**config.mk**
```make
export PLATFORM = sky130hd
export DESIGN_NAME = mpo_output_stage
export DESIGN_NICKNAME = d
export VERILOG_FILES = /design/src/rtl/mpo_pkg.sv /design/src/rtl/mpo_output_stage.sv
export SDC_FILE = /design/constraint.sdc
export NUM_CORES = 1
export LEC_CHECK = 0
export ABC_CLOCK_PERIOD_IN_PS = 5300
export BUFFER_PORTS_ARGS = -buffer_cell sky130_fd_sc_hd__buf_2
export CAP_MARGIN = 20
export CORE_ASPECT_RATIO = 1.25
export CORE_MARGIN = 1.5
export CORE_UTILIZATION = 35
export CTS_CLUSTER_DIAMETER = 40
export DETAILED_ROUTE_END_ITERATION = 12
export GPL_TIMING_DRIVEN = 0
export PLACE_DENSITY_LB_ADDON = 0.12
export SYNTH_ARGS = -nofsm -noshare
export SYNTH_HDL_FRONTEND = slang
export SYNTH_SLANG_ARGS = --single-unit
```
**constraint.sdc**
```tcl
create_clock -name ref_clk_in -period 5.3 [get_ports ref_clk_in]
set_input_delay 0.265 -clock ref_clk_in [delete_from_list [all_inputs] [get_ports ref_clk_in]]
set_output_delay 0.265 -clock ref_clk_in [all_outputs]
set_load 0.03 [all_outputs]
```
**src/rtl/mpo_pkg.sv**
```systemverilog
// Constants for the motor PWM output stage: register map, field layout,
// timebase mode codes and reset values.
// Assumes a 16-bit register port with a 4-bit word address.
package mpo_pkg;

  // ************************************************************
  // Register offsets (word addresses)
  // ************************************************************
  localparam logic [3:0] OFF_DUTY0 = 4'h0;
  localparam logic [3:0] OFF_DEAD_VALUES = 4'h4;
  localparam logic [3:0] OFF_DEAD_ASSIGN = 4'h5;
  localparam logic [3:0] OFF_OVERRIDE = 4'h6;
  localparam logic [3:0] OFF_MODE_CTRL = 4'h7;
  localparam logic [3:0] OFF_STATUS = 4'h8;

  // ************************************************************
  // Field positions
  // ************************************************************
  localparam int DT_A_CNT_LSB = 0;
  localparam int DT_A_PS_LSB = 6;
  localparam int DT_B_CNT_LSB = 8;
  localparam int DT_B_PS_LSB = 14;
  localparam int OVD_STATE_LSB = 0;
  localparam int OVD_SEL_LSB = 8;
  localparam int CTL_PMOD_LSB = 0;
  localparam int CTL_IUE_BIT = 4;

  // ************************************************************
  // Widths, modes and reset values
  // ************************************************************
  localparam int NUM_PAIRS = 4;
  localparam int DT_W = 6;
  localparam int CTL_W = 5;
  localparam logic [1:0] MODE_FREE_RUN = 2'h0;
  localparam logic [1:0] MODE_UP_DOWN = 2'h1;
  localparam logic [1:0] MODE_SINGLE_PULSE = 2'h2;
  localparam logic [1:0] MODE_UP_DOWN_DOUBLE = 2'h3;
  localparam logic [15:0] RST_REG16 = 16'h0000;
  localparam logic [4:0] RST_MODE_CTRL = 5'h00;
  localparam logic [5:0] RST_DEAD_CNT = 6'h00;
  localparam logic [2:0] RST_PRESCALE = 3'h0;

endpackage : mpo_pkg

```
**src/rtl/mpo_output_stage.sv**
```systemverilog
// Output stage of a four-pair motor PWM generator: duty buffers, compare,
// dead time, override and pin drive.
// Assumes the timebase (count, direction, period match, run flag) runs on
// the same clock and that software uses the one-cycle register port.
`timescale 1ns/100ps
module mpo_output_stage (
  input wire logic ref_clk_in,
  input wire logic rst_n_in,
  input wire logic [3:0] reg_addr_in,
  input wire logic [15:0] reg_wdata_in,
  input wire logic reg_wr_in,
  input wire logic reg_rd_in,
  output logic [15:0] reg_rdata_out,
  input wire logic [14:0] timebase_count_in,
  input wire logic timebase_down_in,
  input wire logic period_match_in,
  input wire logic timebase_run_flag_in,
  input wire logic [1:0] timebase_mode_field_in,
  input wire logic update_lockout_in,
  output logic single_pulse_end_out,
  output logic [3:0] pair_high_output_out,
  output logic [3:0] pair_low_output_out
);

  // ************************************************************
  // State
  // ************************************************************
  logic [15:0] buf_q [4];
  logic [15:0] buf_d [4];
  logic [15:0] act_q [4];
  logic [15:0] act_d [4];
  logic [15:0] dead_values_q, dead_values_d;
  logic [15:0] dead_assign_q, dead_assign_d;
  logic [15:0] override_q, override_d;
  logic [4:0] mode_ctrl_q, mode_ctrl_d;
  logic [15:0] rdata_q, rdata_d;
  logic [3:0] cmp_q, cmp_d;
  logic [3:0] src_q, src_d;
  logic [3:0] hi_q, hi_d;
  logic [3:0] lo_q, lo_d;
  logic [3:0] psel_q, psel_d;
  logic [5:0] cnt_q [4];
  logic [5:0] cnt_d [4];
  logic [2:0] pre_q [4];
  logic [2:0] pre_d [4];
  logic spend_q, spend_d;

  logic [3:0] imm_wr;
  logic dead_wr;
  logic upd_raw;
  logic upd_now;
  logic count_zero;
  logic single_mode;

  function automatic logic [2:0] ps_limit(input logic [1:0] ps);
    ps_limit = 3'((4'h1 << ps) - 4'h1);
  endfunction : ps_limit

  assign count_zero = (timebase_count_in == 15'h0000);
  assign single_mode = (timebase_mode_field_in == mpo_pkg::MODE_SINGLE_PULSE);
  assign dead_wr = reg_wr_in && ((reg_addr_in == mpo_pkg::OFF_DEAD_VALUES) ||
                                 (reg_addr_in == mpo_pkg::OFF_DEAD_ASSIGN));

  // ************************************************************
  // Register port
  // ************************************************************
  always_comb begin
    dead_values_d = dead_values_q;
    dead_assign_d = dead_assign_q;
    override_d = override_q;
    mode_ctrl_d = mode_ctrl_q;
    rdata_d = 16'h0000;
    for (int i = 0; i < mpo_pkg::NUM_PAIRS; i++) begin
      buf_d[i] = buf_q[i];
      imm_wr[i] = 1'b0;
      if (reg_wr_in && (reg_addr_in == 4'(mpo_pkg::OFF_DUTY0 + 4'(i)))) begin
        buf_d[i] = reg_wdata_in;
        imm_wr[i] = mode_ctrl_q[mpo_pkg::CTL_IUE_BIT];
      end
    end
    if (reg_wr_in) begin
      case (reg_addr_in)
        mpo_pkg::OFF_DEAD_VALUES: dead_values_d = reg_wdata_in;
        mpo_pkg::OFF_DEAD_ASSIGN: dead_assign_d = reg_wdata_in;
        mpo_pkg::OFF_OVERRIDE: override_d = reg_wdata_in;
        mpo_pkg::OFF_MODE_CTRL: mode_ctrl_d = reg_wdata_in[4:0];
        default: ;
      endcase
    end
    if (reg_rd_in) begin
      case (reg_addr_in)
        4'h0, 4'h1, 4'h2, 4'h3: rdata_d = buf_q[reg_addr_in[1:0]];
        mpo_pkg::OFF_DEAD_VALUES: rdata_d = dead_values_q;
        mpo_pkg::OFF_DEAD_ASSIGN: rdata_d = dead_assign_q;
        mpo_pkg::OFF_OVERRIDE: rdata_d = override_q;
        mpo_pkg::OFF_MODE_CTRL: rdata_d = {11'h000, mode_ctrl_q};
        mpo_pkg::OFF_STATUS: rdata_d = {4'h0, cmp_q, lo_q, hi_q};
        default: rdata_d = 16'h0000;
      endcase
    end
  end

  always_ff @(posedge ref_clk_in or negedge rst_n_in) begin
    if (!rst_n_in) begin
      for (int i = 0; i < mpo_pkg::NUM_PAIRS; i++) begin
        buf_q[i] <= mpo_pkg::RST_REG16;
      end
      dead_values_q <= mpo_pkg::RST_REG16;
      dead_assign_q <= mpo_pkg::RST_REG16;
      override_q <= mpo_pkg::RST_REG16;
      mode_ctrl_q <= mpo_pkg::RST_MODE_CTRL;
      rdata_q <= mpo_pkg::RST_REG16;
    end else begin
      buf_q <= buf_d;
      dead_values_q <= dead_values_d;
      dead_assign_q <= dead_assign_d;
      override_q <= override_d;
      mode_ctrl_q <= mode_ctrl_d;
      rdata_q <= rdata_d;
    end
  end

  // ************************************************************
  // Active duty transfer and compare
  // ************************************************************
  always_comb begin
    case (timebase_mode_field_in)
      mpo_pkg::MODE_FREE_RUN, mpo_pkg::MODE_SINGLE_PULSE:
        upd_raw = period_match_in || !timebase_run_flag_in;
      mpo_pkg::MODE_UP_DOWN:
        upd_raw = (count_zero && !timebase_down_in && timebase_run_flag_in) ||
                  !timebase_run_flag_in;
      mpo_pkg::MODE_UP_DOWN_DOUBLE:
        upd_raw = (count_zero && timebase_run_flag_in) || period_match_in ||
                  !timebase_run_flag_in;
      default: upd_raw = 1'b0;
    endcase
    upd_now = upd_raw && !update_lockout_in;
    spend_d = single_mode && period_match_in && timebase_run_flag_in;
    for (int i = 0; i < mpo_pkg::NUM_PAIRS; i++) begin
      if (imm_wr[i]) begin
        act_d[i] = reg_wdata_in;
      end else if (upd_now) begin
        act_d[i] = buf_q[i];
      end else begin
        act_d[i] = act_q[i];
      end
      // Level compare gives shorten, lengthen and immediate start for free
      cmp_d[i] = ({1'b0, timebase_count_in} < act_d[i]);
      if (single_mode && (!timebase_run_flag_in || period_match_in)) begin
        cmp_d[i] = 1'b0;
      end
    end
  end

  always_ff @(posedge ref_clk_in or negedge rst_n_in) begin
    if (!rst_n_in) begin
      for (int i = 0; i < mpo_pkg::NUM_PAIRS; i++) begin
        act_q[i] <= mpo_pkg::RST_REG16;
      end
      cmp_q <= 4'h0;
      spend_q <= 1'b0;
    end else begin
      act_q <= act_d;
      cmp_q <= cmp_d;
      spend_q <= spend_d;
    end
  end

  // ************************************************************
  // Override, dead time and pin drive
  // ************************************************************
  always_comb begin
    logic sel_h, sel_l, st_h, st_l, hsrc, indep, edge_ev, rising, pick;
    logic [5:0] load_val;
    sel_h = 1'b0;
    sel_l = 1'b0;
    st_h = 1'b0;
    st_l = 1'b0;
    hsrc = 1'b0;
    indep = 1'b0;
    edge_ev = 1'b0;
    rising = 1'b0;
    pick = 1'b0;
    load_val = 6'h00;
    for (int i = 0; i < mpo_pkg::NUM_PAIRS; i++) begin
      sel_h = override_q[mpo_pkg::OVD_SEL_LSB + 2 * i + 1];
      sel_l = override_q[mpo_pkg::OVD_SEL_LSB + 2 * i];
      st_h = override_q[mpo_pkg::OVD_STATE_LSB + 2 * i + 1];
      st_l = override_q[mpo_pkg::OVD_STATE_LSB + 2 * i];
      hsrc = sel_h ? st_h : cmp_q[i];
      indep = mode_ctrl_q[mpo_pkg::CTL_PMOD_LSB + i];
      edge_ev = (hsrc != src_q[i]);
      rising = hsrc && !src_q[i];
      // Active edge and inactive edge each pick value A or B
      pick = rising ? dead_assign_q[2 * i] : dead_assign_q[2 * i + 1];
      load_val = pick ? dead_values_q[mpo_pkg::DT_B_CNT_LSB +: mpo_pkg::DT_W] :
                        dead_values_q[mpo_pkg::DT_A_CNT_LSB +: mpo_pkg::DT_W];
      src_d[i] = hsrc;
      psel_d[i] = psel_q[i];
      cnt_d[i] = cnt_q[i];
      pre_d[i] = pre_q[i];
      if (indep) begin
        cnt_d[i] = mpo_pkg::RST_DEAD_CNT;
        pre_d[i] = mpo_pkg::RST_PRESCALE;
      end else if (edge_ev) begin
        cnt_d[i] = load_val;
        pre_d[i] = mpo_pkg::RST_PRESCALE;
        psel_d[i] = pick;
      end else if (cnt_q[i] != 6'h00) begin
        if (pre_q[i] == ps_limit(psel_q[i] ? dead_values_q[mpo_pkg::DT_B_PS_LSB +: 2] :
                                             dead_values_q[mpo_pkg::DT_A_PS_LSB +: 2])) begin
          pre_d[i] = mpo_pkg::RST_PRESCALE;
          cnt_d[i] = cnt_q[i] - 6'h01;
        end else begin
          pre_d[i] = pre_q[i] + 3'h1;
        end
      end
      if (dead_wr) begin
        pre_d[i] = mpo_pkg::RST_PRESCALE;
      end
      if (indep) begin
        hi_d[i] = hsrc;
        lo_d[i] = sel_l ? st_l : cmp_q[i];
      end else begin
        // Dead interval keeps both transistors off
        hi_d[i] = hsrc && (cnt_d[i] == 6'h00);
        lo_d[i] = !hsrc && (cnt_d[i] == 6'h00) && !(sel_l && !st_l);
      end
    end
  end

  always_ff @(posedge ref_clk_in or negedge rst_n_in) begin
    if (!rst_n_in) begin
      for (int i = 0; i < mpo_pkg::NUM_PAIRS; i++) begin
        cnt_q[i] <= mpo_pkg::RST_DEAD_CNT;
        pre_q[i] <= mpo_pkg::RST_PRESCALE;
      end
      src_q <= 4'h0;
      psel_q <= 4'h0;
      hi_q <= 4'h0;
      lo_q <= 4'h0;
    end else begin
      cnt_q <= cnt_d;
      pre_q <= pre_d;
      src_q <= src_d;
      psel_q <= psel_d;
      hi_q <= hi_d;
      lo_q <= lo_d;
    end
  end

  assign reg_rdata_out = rdata_q;
  assign single_pulse_end_out = spend_q;
  assign pair_high_output_out = hi_q;
  assign pair_low_output_out = lo_q;
endmodule : mpo_output_stage

```
==> results of run 1 <==
## kinds of logic after synthesis
kind of cell / count (synthesis) / synth area share, %
simple gates: 323 / 11.4
compound gates: 271 / 12.2
flops: 254 / 44.9
mux: 248 / 20.1
buf+inv: 166 / 4.51
fa+ha+maj: 72 / 6.37
xor+xnor: 8 / 0.495
## power by group
part / internal [µW] / total, µW / switching, µW
combinational: 1240 / 2890 / 1660
sequential: 2480 / 2940 / 463
clock: 1860 / 2960 / 1110
total: 5570 / 8800 / 3230
## state kept, by name, indices dropped and copies added (netlist names), 12 cells and up
signal,count
dead_assign_q,16
override_q,16
pre_q,12
dead_values_q,16
cnt_q,24
reg_rdata_out,16
buf_q,64
act_q,64
## layer usage
layer	up-vias	share of wire (%)	global-route usage, %
li1	5138	-	-
met1	5388	41	25.8
met2	212	52	39.2
met3	88	3.1	2.92
met4	0	3.9	9.40
met5	-	0	0
## timing repair
action | in CTS | in global routing
hold buffers | 18 | 0
buffers inserted | 0 | 0
hold endpoints to repair | 102 | 0
## synth_stat cells (7+ instances only)
cell type / number
nand4b_1: 8
a21o_1: 27
ha_1: 72
clkbuf_1: 54
nand4_1: 11
a22oi_1: 12
buf_1: 11
or3_1: 11
inv_1: 94
mux2i_1: 112
nor2b_1: 17
o211ai_1: 7
a21oi_1: 110
nand2b_1: 12
nand2_1: 50
mux4_2: 16
nor3_1: 20
nor2_1: 120
nor4_1: 15
mux2_2: 118
o21ai_0: 38
dfrtp_1: 254
and3_1: 8
a211oi_1: 16
nand3_1: 22
## cells in the final DEF (no fill, tap or decap), types with 5 or more instances in the layout
| cell | synthesis | final |
|---|---|---|
| xnor2_1 | 6 | 6 |
| clkinvlp_4 | 0 | 7 |
| clkinv_2 | 0 | 7 |
| mux2i_1 | 112 | 112 |
| nor2_1 | 120 | 120 |
| dlygate4sd3_1 | 0 | 18 |
| o21ai_0 | 38 | 38 |
| o22a_1 | 6 | 6 |
| a22oi_1 | 12 | 12 |
| inv_1 | 94 | 94 |
| o211ai_1 | 7 | 7 |
| nor4_1 | 15 | 15 |
| clkbuf_1 | 54 | 57 |
| buf_2 | 6 | 73 |
| nor2b_1 | 17 | 17 |
| a311oi_1 | 5 | 5 |
| mux4_2 | 16 | 16 |
| nand2_1 | 50 | 50 |
| and2_1 | 5 | 5 |
| or3_1 | 11 | 11 |
| dfrtp_1 | 254 | 254 |
| nor3_1 | 20 | 19 |
| ha_1 | 72 | 72 |
| a21o_1 | 27 | 27 |
| nand4_1 | 11 | 11 |
| buf_1 | 11 | 11 |
| mux2_2 | 118 | 118 |
| nand3b_1 | 6 | 6 |
| nand4b_1 | 8 | 8 |
| a21oi_1 | 110 | 110 |
| clkbuf_16 | 0 | 47 |
| and3_1 | 8 | 8 |
| nand2b_1 | 12 | 12 |
| inv_8 | 0 | 7 |
| nand3_1 | 22 | 22 |
| a211oi_1 | 16 | 16 |
## layout make-up
class,instances,area (µm²)
Clock inverter,30,309
Multi-Input combinational cell,922,7160
Fill cell,3940,23100
Tap cell,504,631
Buffer,72,285
Inverter,94,353
Clock buffer,54,1240
Timing Repair Buffer,89,597
Sequential cell,254,6360
## worst max-delay path by stage
stage | from | endpoint | slack (ns) | cells past startpoint
finish | period_match_in | cmp_q[1] | 0.94 | 16
global route | period_match_in | cmp_q[1] | 0.65 | 16
CTS | period_match_in | cmp_q[1] | 0.92 | 16
detailed placement | timebase_count_in[3] | cmp_q[1] | 0.44 | 15
global placement | rst_n_in | buf_q[24] | -1.09 | 1
floorplan | timebase_run_flag_in | cmp_q[3] | 2.06 | 14
## worst min-delay path, delay by kind of cell
| kind | cells | cell delay (ns) |
|---|---|---|
| simple gates | 1 | 0.09 |
| compound gates | 1 | 0.08 |
| buf+inv | 1 | 0.12 |
## through the flow
step	cells	total power (µW)	cell area (µm²)	hold WS (ns)	utilization [%]
2_1_floorplan	1342	4960	14200	-0.0306	-
3_3_place_gp	1912	5800	15100	0.489	37.8
3_5_place_dp	1916	5850	15200	0.319	38.0
4_1_cts	2018	8880	16900	0.00821	42.3
5_1_grt	2019	9410	16900	0.0951	42.3
6_report	2019	8800	16900	0.0372	42.3
==> run summary, run 1 <==
Boundary Pins: 70
Synth Register Bits: 254
Slew HR: 31.9%
crit path capture type: flip-flop
Longest Clk Path Bufs: 3
largest net degree at the start of global routing: 102
Rows: 82
final critical-path required period: 4.36 ns
delay-heaviest family, CP: compound AO/OA/AOI/OAI gates
Leak: 0.00794 µW
CORE AREA: 40,000 µm²
dpl ws: 0.441 ns
DP HPWL: 33,500 µm
CTS tree: built
worst-skew pair later-pin latency: 0.58 ns
die area: 41,700 µm²
setup slack, reg-to-reg: 1.18 ns
Critical-path top delay cell: buf_1
# resized after CTS: 0
min-delay src: reg_wdata_in[15]
Via-to-Cell Ratio: 5.36
routed vias: 10,800
CP Max Fanout: 10
hold depth: 3
Max Transition Viols Final: 0
reg2reg start: mode_ctrl_q[4]
Mapped Area: 14,200 µm²
top area cells in the synthesized netlist: dfrtp_1 (45%), mux2_2 (9.4%), mux2i_1 (7.9%), ha_1 (6.4%), a21oi_1 (3.9%)
unrepaired setup endpoints after global routing: no
final period utilization: 82.3%
CTS root buffer: clkbuf_16
Post-synth EDFFs: 0
number of diodes: 0
Worst Clk Skew: 0.0260 ns
most area-hungry cell type in the Yosys netlist: dfrtp_1
status: complete, no violations
die width: 183 µm
share of layout cells above drive strength 1: 20.3%
Nets: 1,596
DRT antenna net count: 0
Routed WL per cell: 21.9 µm
Buf/Inv on CP: 4
Mapped Nets: 1,459
CP Launch Type: input pin
vias in the first global route: 11,300
first-pass GRT wire length: 68,400 µm
crit path cell chain: dlygate4sd3_1 > buf_2 > nor2b_1 > a311o_1 > o21ai_1 > buf_2 > buf_1 > mux2i_1 > nor2_1 > a21oi_1 > ha_1 > a2111oi_0 > nand3_1 > o21ai_0 > o31ai_1 > a21oi_1
most common flop cell mapped by yosys: dfrtp_1
final hold vios: 0
asr flop ratio synth: 100%
Hold Crit Endpoint: act_q[15]
Sink Count: 254
register area share after synthesis: 44.9%
initial antenna violation count: 0
GR Util All Layers: 21.8%
count of cell types in the netlist: 70
Ys Warns: 0
worst slew pin tran: 1.02 ns
Pwr Density: 519 nW/µm²
syn_area_per_cell: 10.5 µm²
Sum Neg Setup Slack: 0 ns
Worst Path Arrival: 4.84 ns
initial core utilization: 35.4%
H-tree level count: 2
clk slew on worst S/H paths: 0.06 ns
DR pass1 iterations: 5
WP data required: 5.78 ns
Critical R2R Capture: cmp_q[1]
I/O Buffers: 66
synthesized instance count: 1,342
Initial DRC Count: 575
area grow syn2layout: 19.7%
total congestion overflow: 0
Synth top area share: 44.9%
DRC violations left: 0
CP Class: in -> reg
cts bufs inserted: 46
Max Fclk: 0.229 GHz
type of the most critical hold path: in -> reg
die height: 228 µm
Worst Reg-to-Reg Cells: 11
Total Wirelength: 44,100 µm
routability congestion estimate: 0.827
post-route setup slack: 0.941 ns
Max stage delay on crit path: 0.81 ns
Peak VDD IR: 216 µV
Max Cap Violations: 0
Final Setup Violations: 0
No activity file was read; power rests on OpenSTA's default activity.
==> inputs of run 2 (changes only) <==
- ABC_CLOCK_PERIOD_IN_PS: 5300 -> 4090
- clock period: 5.3 -> 4.09 ns (I/O delays scaled with it)
==> run 2 against run 1 <==
- sequential share of layout area is 0.080 points lower
- clock power is 30% higher
- sequential power is 30% higher
- global-route usage hardly changed
- power is 30% higher
- final cell count hardly changed
- die area stayed put
- critical path type unchanged
- largest cell class unchanged
- largest power group unchanged
- highest routed layer unchanged
==> run summary, run 2 (synthesis gave the netlist of run 1 again) <==
status: complete, no violations
share of layout cells above drive strength 1: 20.7% (+0.45 points)
Seq. cell area: 6360 µm² (unchanged)
clock share of power: 33.7% (about the same)
Buf/Inv on CP: 5 (+1)
I/O Buffers: 66 (unchanged)
final period utilization: 94.7%
die area: 41,700 µm² (unchanged)
most common cell after layout, fill and taps aside: dfrtp_1
Sw Ratio: 36.7% (about the same)
Total Wirelength: 44,200 µm (+0.13%)
GR Util All Layers: 21.8% (+0.027 points)
CP Launch Type: input pin
final critical-path required period: 3.87 ns
number of diodes: 0 (unchanged)
vias in the first global route: 11,300 (+0.26%)
routed vias: 10,800 (-0.12%)
Final Setup Violations: 0 (unchanged)
Most Frequent Cell on Critical Path: clkbuf_1
Post-CTS Setup Inserts: 0 (unchanged)
Boundary Pins: 70 (unchanged)
hold_ws: 0.0278 ns (-0.00942 ns)
worst-skew pair later-pin latency: 0.57 ns (about the same)
Combinational Power Share: 32.9% (about the same)
sw power: 4190 µW (+30%)
area grow syn2layout: 19.9%
largest net degree at the start of global routing: 102 (unchanged)
DRC violations left: 0 (unchanged)
Initial DRC Count: 542 (-5.7%)
initial antenna violation count: 0 (unchanged)
Longest Clk Path Bufs: 3 (unchanged)
die width: 183 µm (unchanged)
Pwr Density: 672 nW/µm² (+29%)
Via-to-Cell Ratio: 5.35 (-0.17%)
P_int: 7220 µW (+30%)
type of the most critical hold path: in -> reg
CORE AREA: 40,000 µm² (unchanged)
Max Transition Viols Final: 0 (unchanged)
met1 Use GR: 25.8% (about the same)
Leak: 0.00795 µW (+0.24%)
CTS root buffer: clkbuf_16
# fillers: 3,934 (-0.15%)
met2 usage: 39.3% (+0.11 points)
commonest cells after routing, fill and taps aside: dfrtp_1 (254), nor2_1 (119), mux2_2 (118)
Slew HR: 37.2% (+5.3 points)
Max stage delay on crit path: 0.56 ns (-0.25 ns)
GRT Max-Usage Layer: met2
register share of total power: 33.4% (about the same)
Worst Path Arrival: 4.26 ns (-0.58 ns)
Max Cap Violations: 0 (unchanged)
total power: 11,400 µW (+30%)
Routed WL per cell: 21.9 µm (about the same)
final hold vios: 0 (unchanged)
unrepaired setup endpoints after global routing: no
Critical-path top delay cell: a2111oi_1
crit path capture type: flip-flop
Sink Count: 254 (unchanged)
DR pass1 iterations: 5 (unchanged)
total congestion overflow: 0 (unchanged)
Rows: 82 (unchanged)
DP HPWL: 33,500 µm (unchanged)
CP Class: in -> reg
Peak VDD IR: 280 µV (+29%)
delay-heaviest family, CP: simple AND/OR/NAND/NOR gates
crit path cell chain: clkbuf_1 > nor2b_1 > and3_1 > buf_2 > and2_1 > clkbuf_1 > clkbuf_1 > a21o_1 > inv_1 > ha_1 > nand4_1 > or2_2 > a2111oi_1 > o22ai_1
routability congestion estimate: 0.827 (unchanged)
multi-input logic area: 7180 µm² (+0.23%)
H-tree level count: 2 (unchanged)
DRT antenna net count: 0 (unchanged)
first-pass GRT wire length: 68,500 µm (+0.15%)
Nets: 1,597 (+0.063%)
clk slew on worst S/H paths: 0.06 ns (about the same)
CP Max Fanout: 10 (unchanged)
met3 GRT Util: 2.92% (unchanged)
worst slew pin tran: 0.916 ns (-0.106 ns)
Worst Clk Skew: 0.0285 ns (+0.00246 ns)
die height: 228 µm (unchanged)
initial core utilization: 35.4% (unchanged)
Largest regs: act_q x64, buf_q x64, cnt_q x24
CTS tree: built
WP data required: 4.48 ns (-1.30 ns)
Max Fclk: 0.258 GHz
cts bufs inserted: 46 (unchanged)
run 2: path summary, 6_finish.rpt:
path                              startpoint           endpoint  slack, ns  depth (start not counted)
max in group asynchronous           rst_n_in          act_q[22]       2.90                          3
min                                reg_rd_in   reg_rdata_out[6]       0.03                          3
min in group asynchronous           rst_n_in           pre_q[6]       0.22                          2
max reg2reg                   mode_ctrl_q[4]           cmp_q[1]       0.33                         14
min reg2reg                dead_assign_q[11]  dead_assign_q[11]       0.51                          1
max                           reg_addr_in[1]           cmp_q[2]       0.22                         14
run 2: worst register-to-register path: stages, from the launching register on:
cell,delay [ns]
dfrtp_1,0.47
inv_1,0.15
nor4_2,0.49
clkbuf_1,0.57
nor2_1,0.12
a21o_1,0.19
inv_1,0.06
ha_1,0.24
a21o_1,0.18
a21o_1,0.16
a21oi_1,0.20
nand3_1,0.09
o21ai_0,0.42
o31ai_1,0.15
a21oi_1,0.19
run 2: power groups by stage:
| stage | clock network (µW) | registers [µW] | logic, µW |
|---|---|---|---|
| finish | 3850 | 3810 | 3750 |
| global route | 4040 | 3890 | 4270 |
| CTS | 3930 | 3810 | 3780 |
| detailed placement | 0 | 3840 | 3740 |
| global placement | 0 | 3830 | 3680 |
| floorplan | 0 | 3640 | 2780 |
run 2: metrics by stage:
stage          TNS, ns  setup WS (ns)  utilization (%)  instance area, µm²  std cells
3_3_place_gp   -562.66          -2.24             37.8               15100       1912
6_report             0          0.218             42.4               17000       2020
4_1_cts              0         0.0176             42.4               17000       2019
5_1_grt              0         0.0135             42.4               17000       2020
2_1_floorplan        0          0.914                -               14200       1342
3_5_place_dp     -2.35         -0.708             38.0               15200       1916
run 2: cell type report:
type / instances / share of cell area [%]
multi-input combinational: 922 / 42.3
sequential: 254 / 37.4
clock buffer: 54 / 7.32
tap: 504 / 3.72
timing repair buffer: 90 / 3.58
inverter: 94 / 2.08
clock inverter: 30 / 1.82
buffer: 72 / 1.74
run 2: what timing repair did:
action	in CTS	in global routing
resized for setup	5	11
hold endpoints to repair	105	0
gates cloned	0	0
endpoints found under the setup margin	3	3
hold buffers	19	0
run 2: routing by layer:
metal | vias to the layer above | wire length (µm)
met1 | 5382 | 18200
met3 | 86 | 1310
li1 | 5144 | -
met2 | 201 | 23000
met4 | 0 | 1690
met5 | - | 0
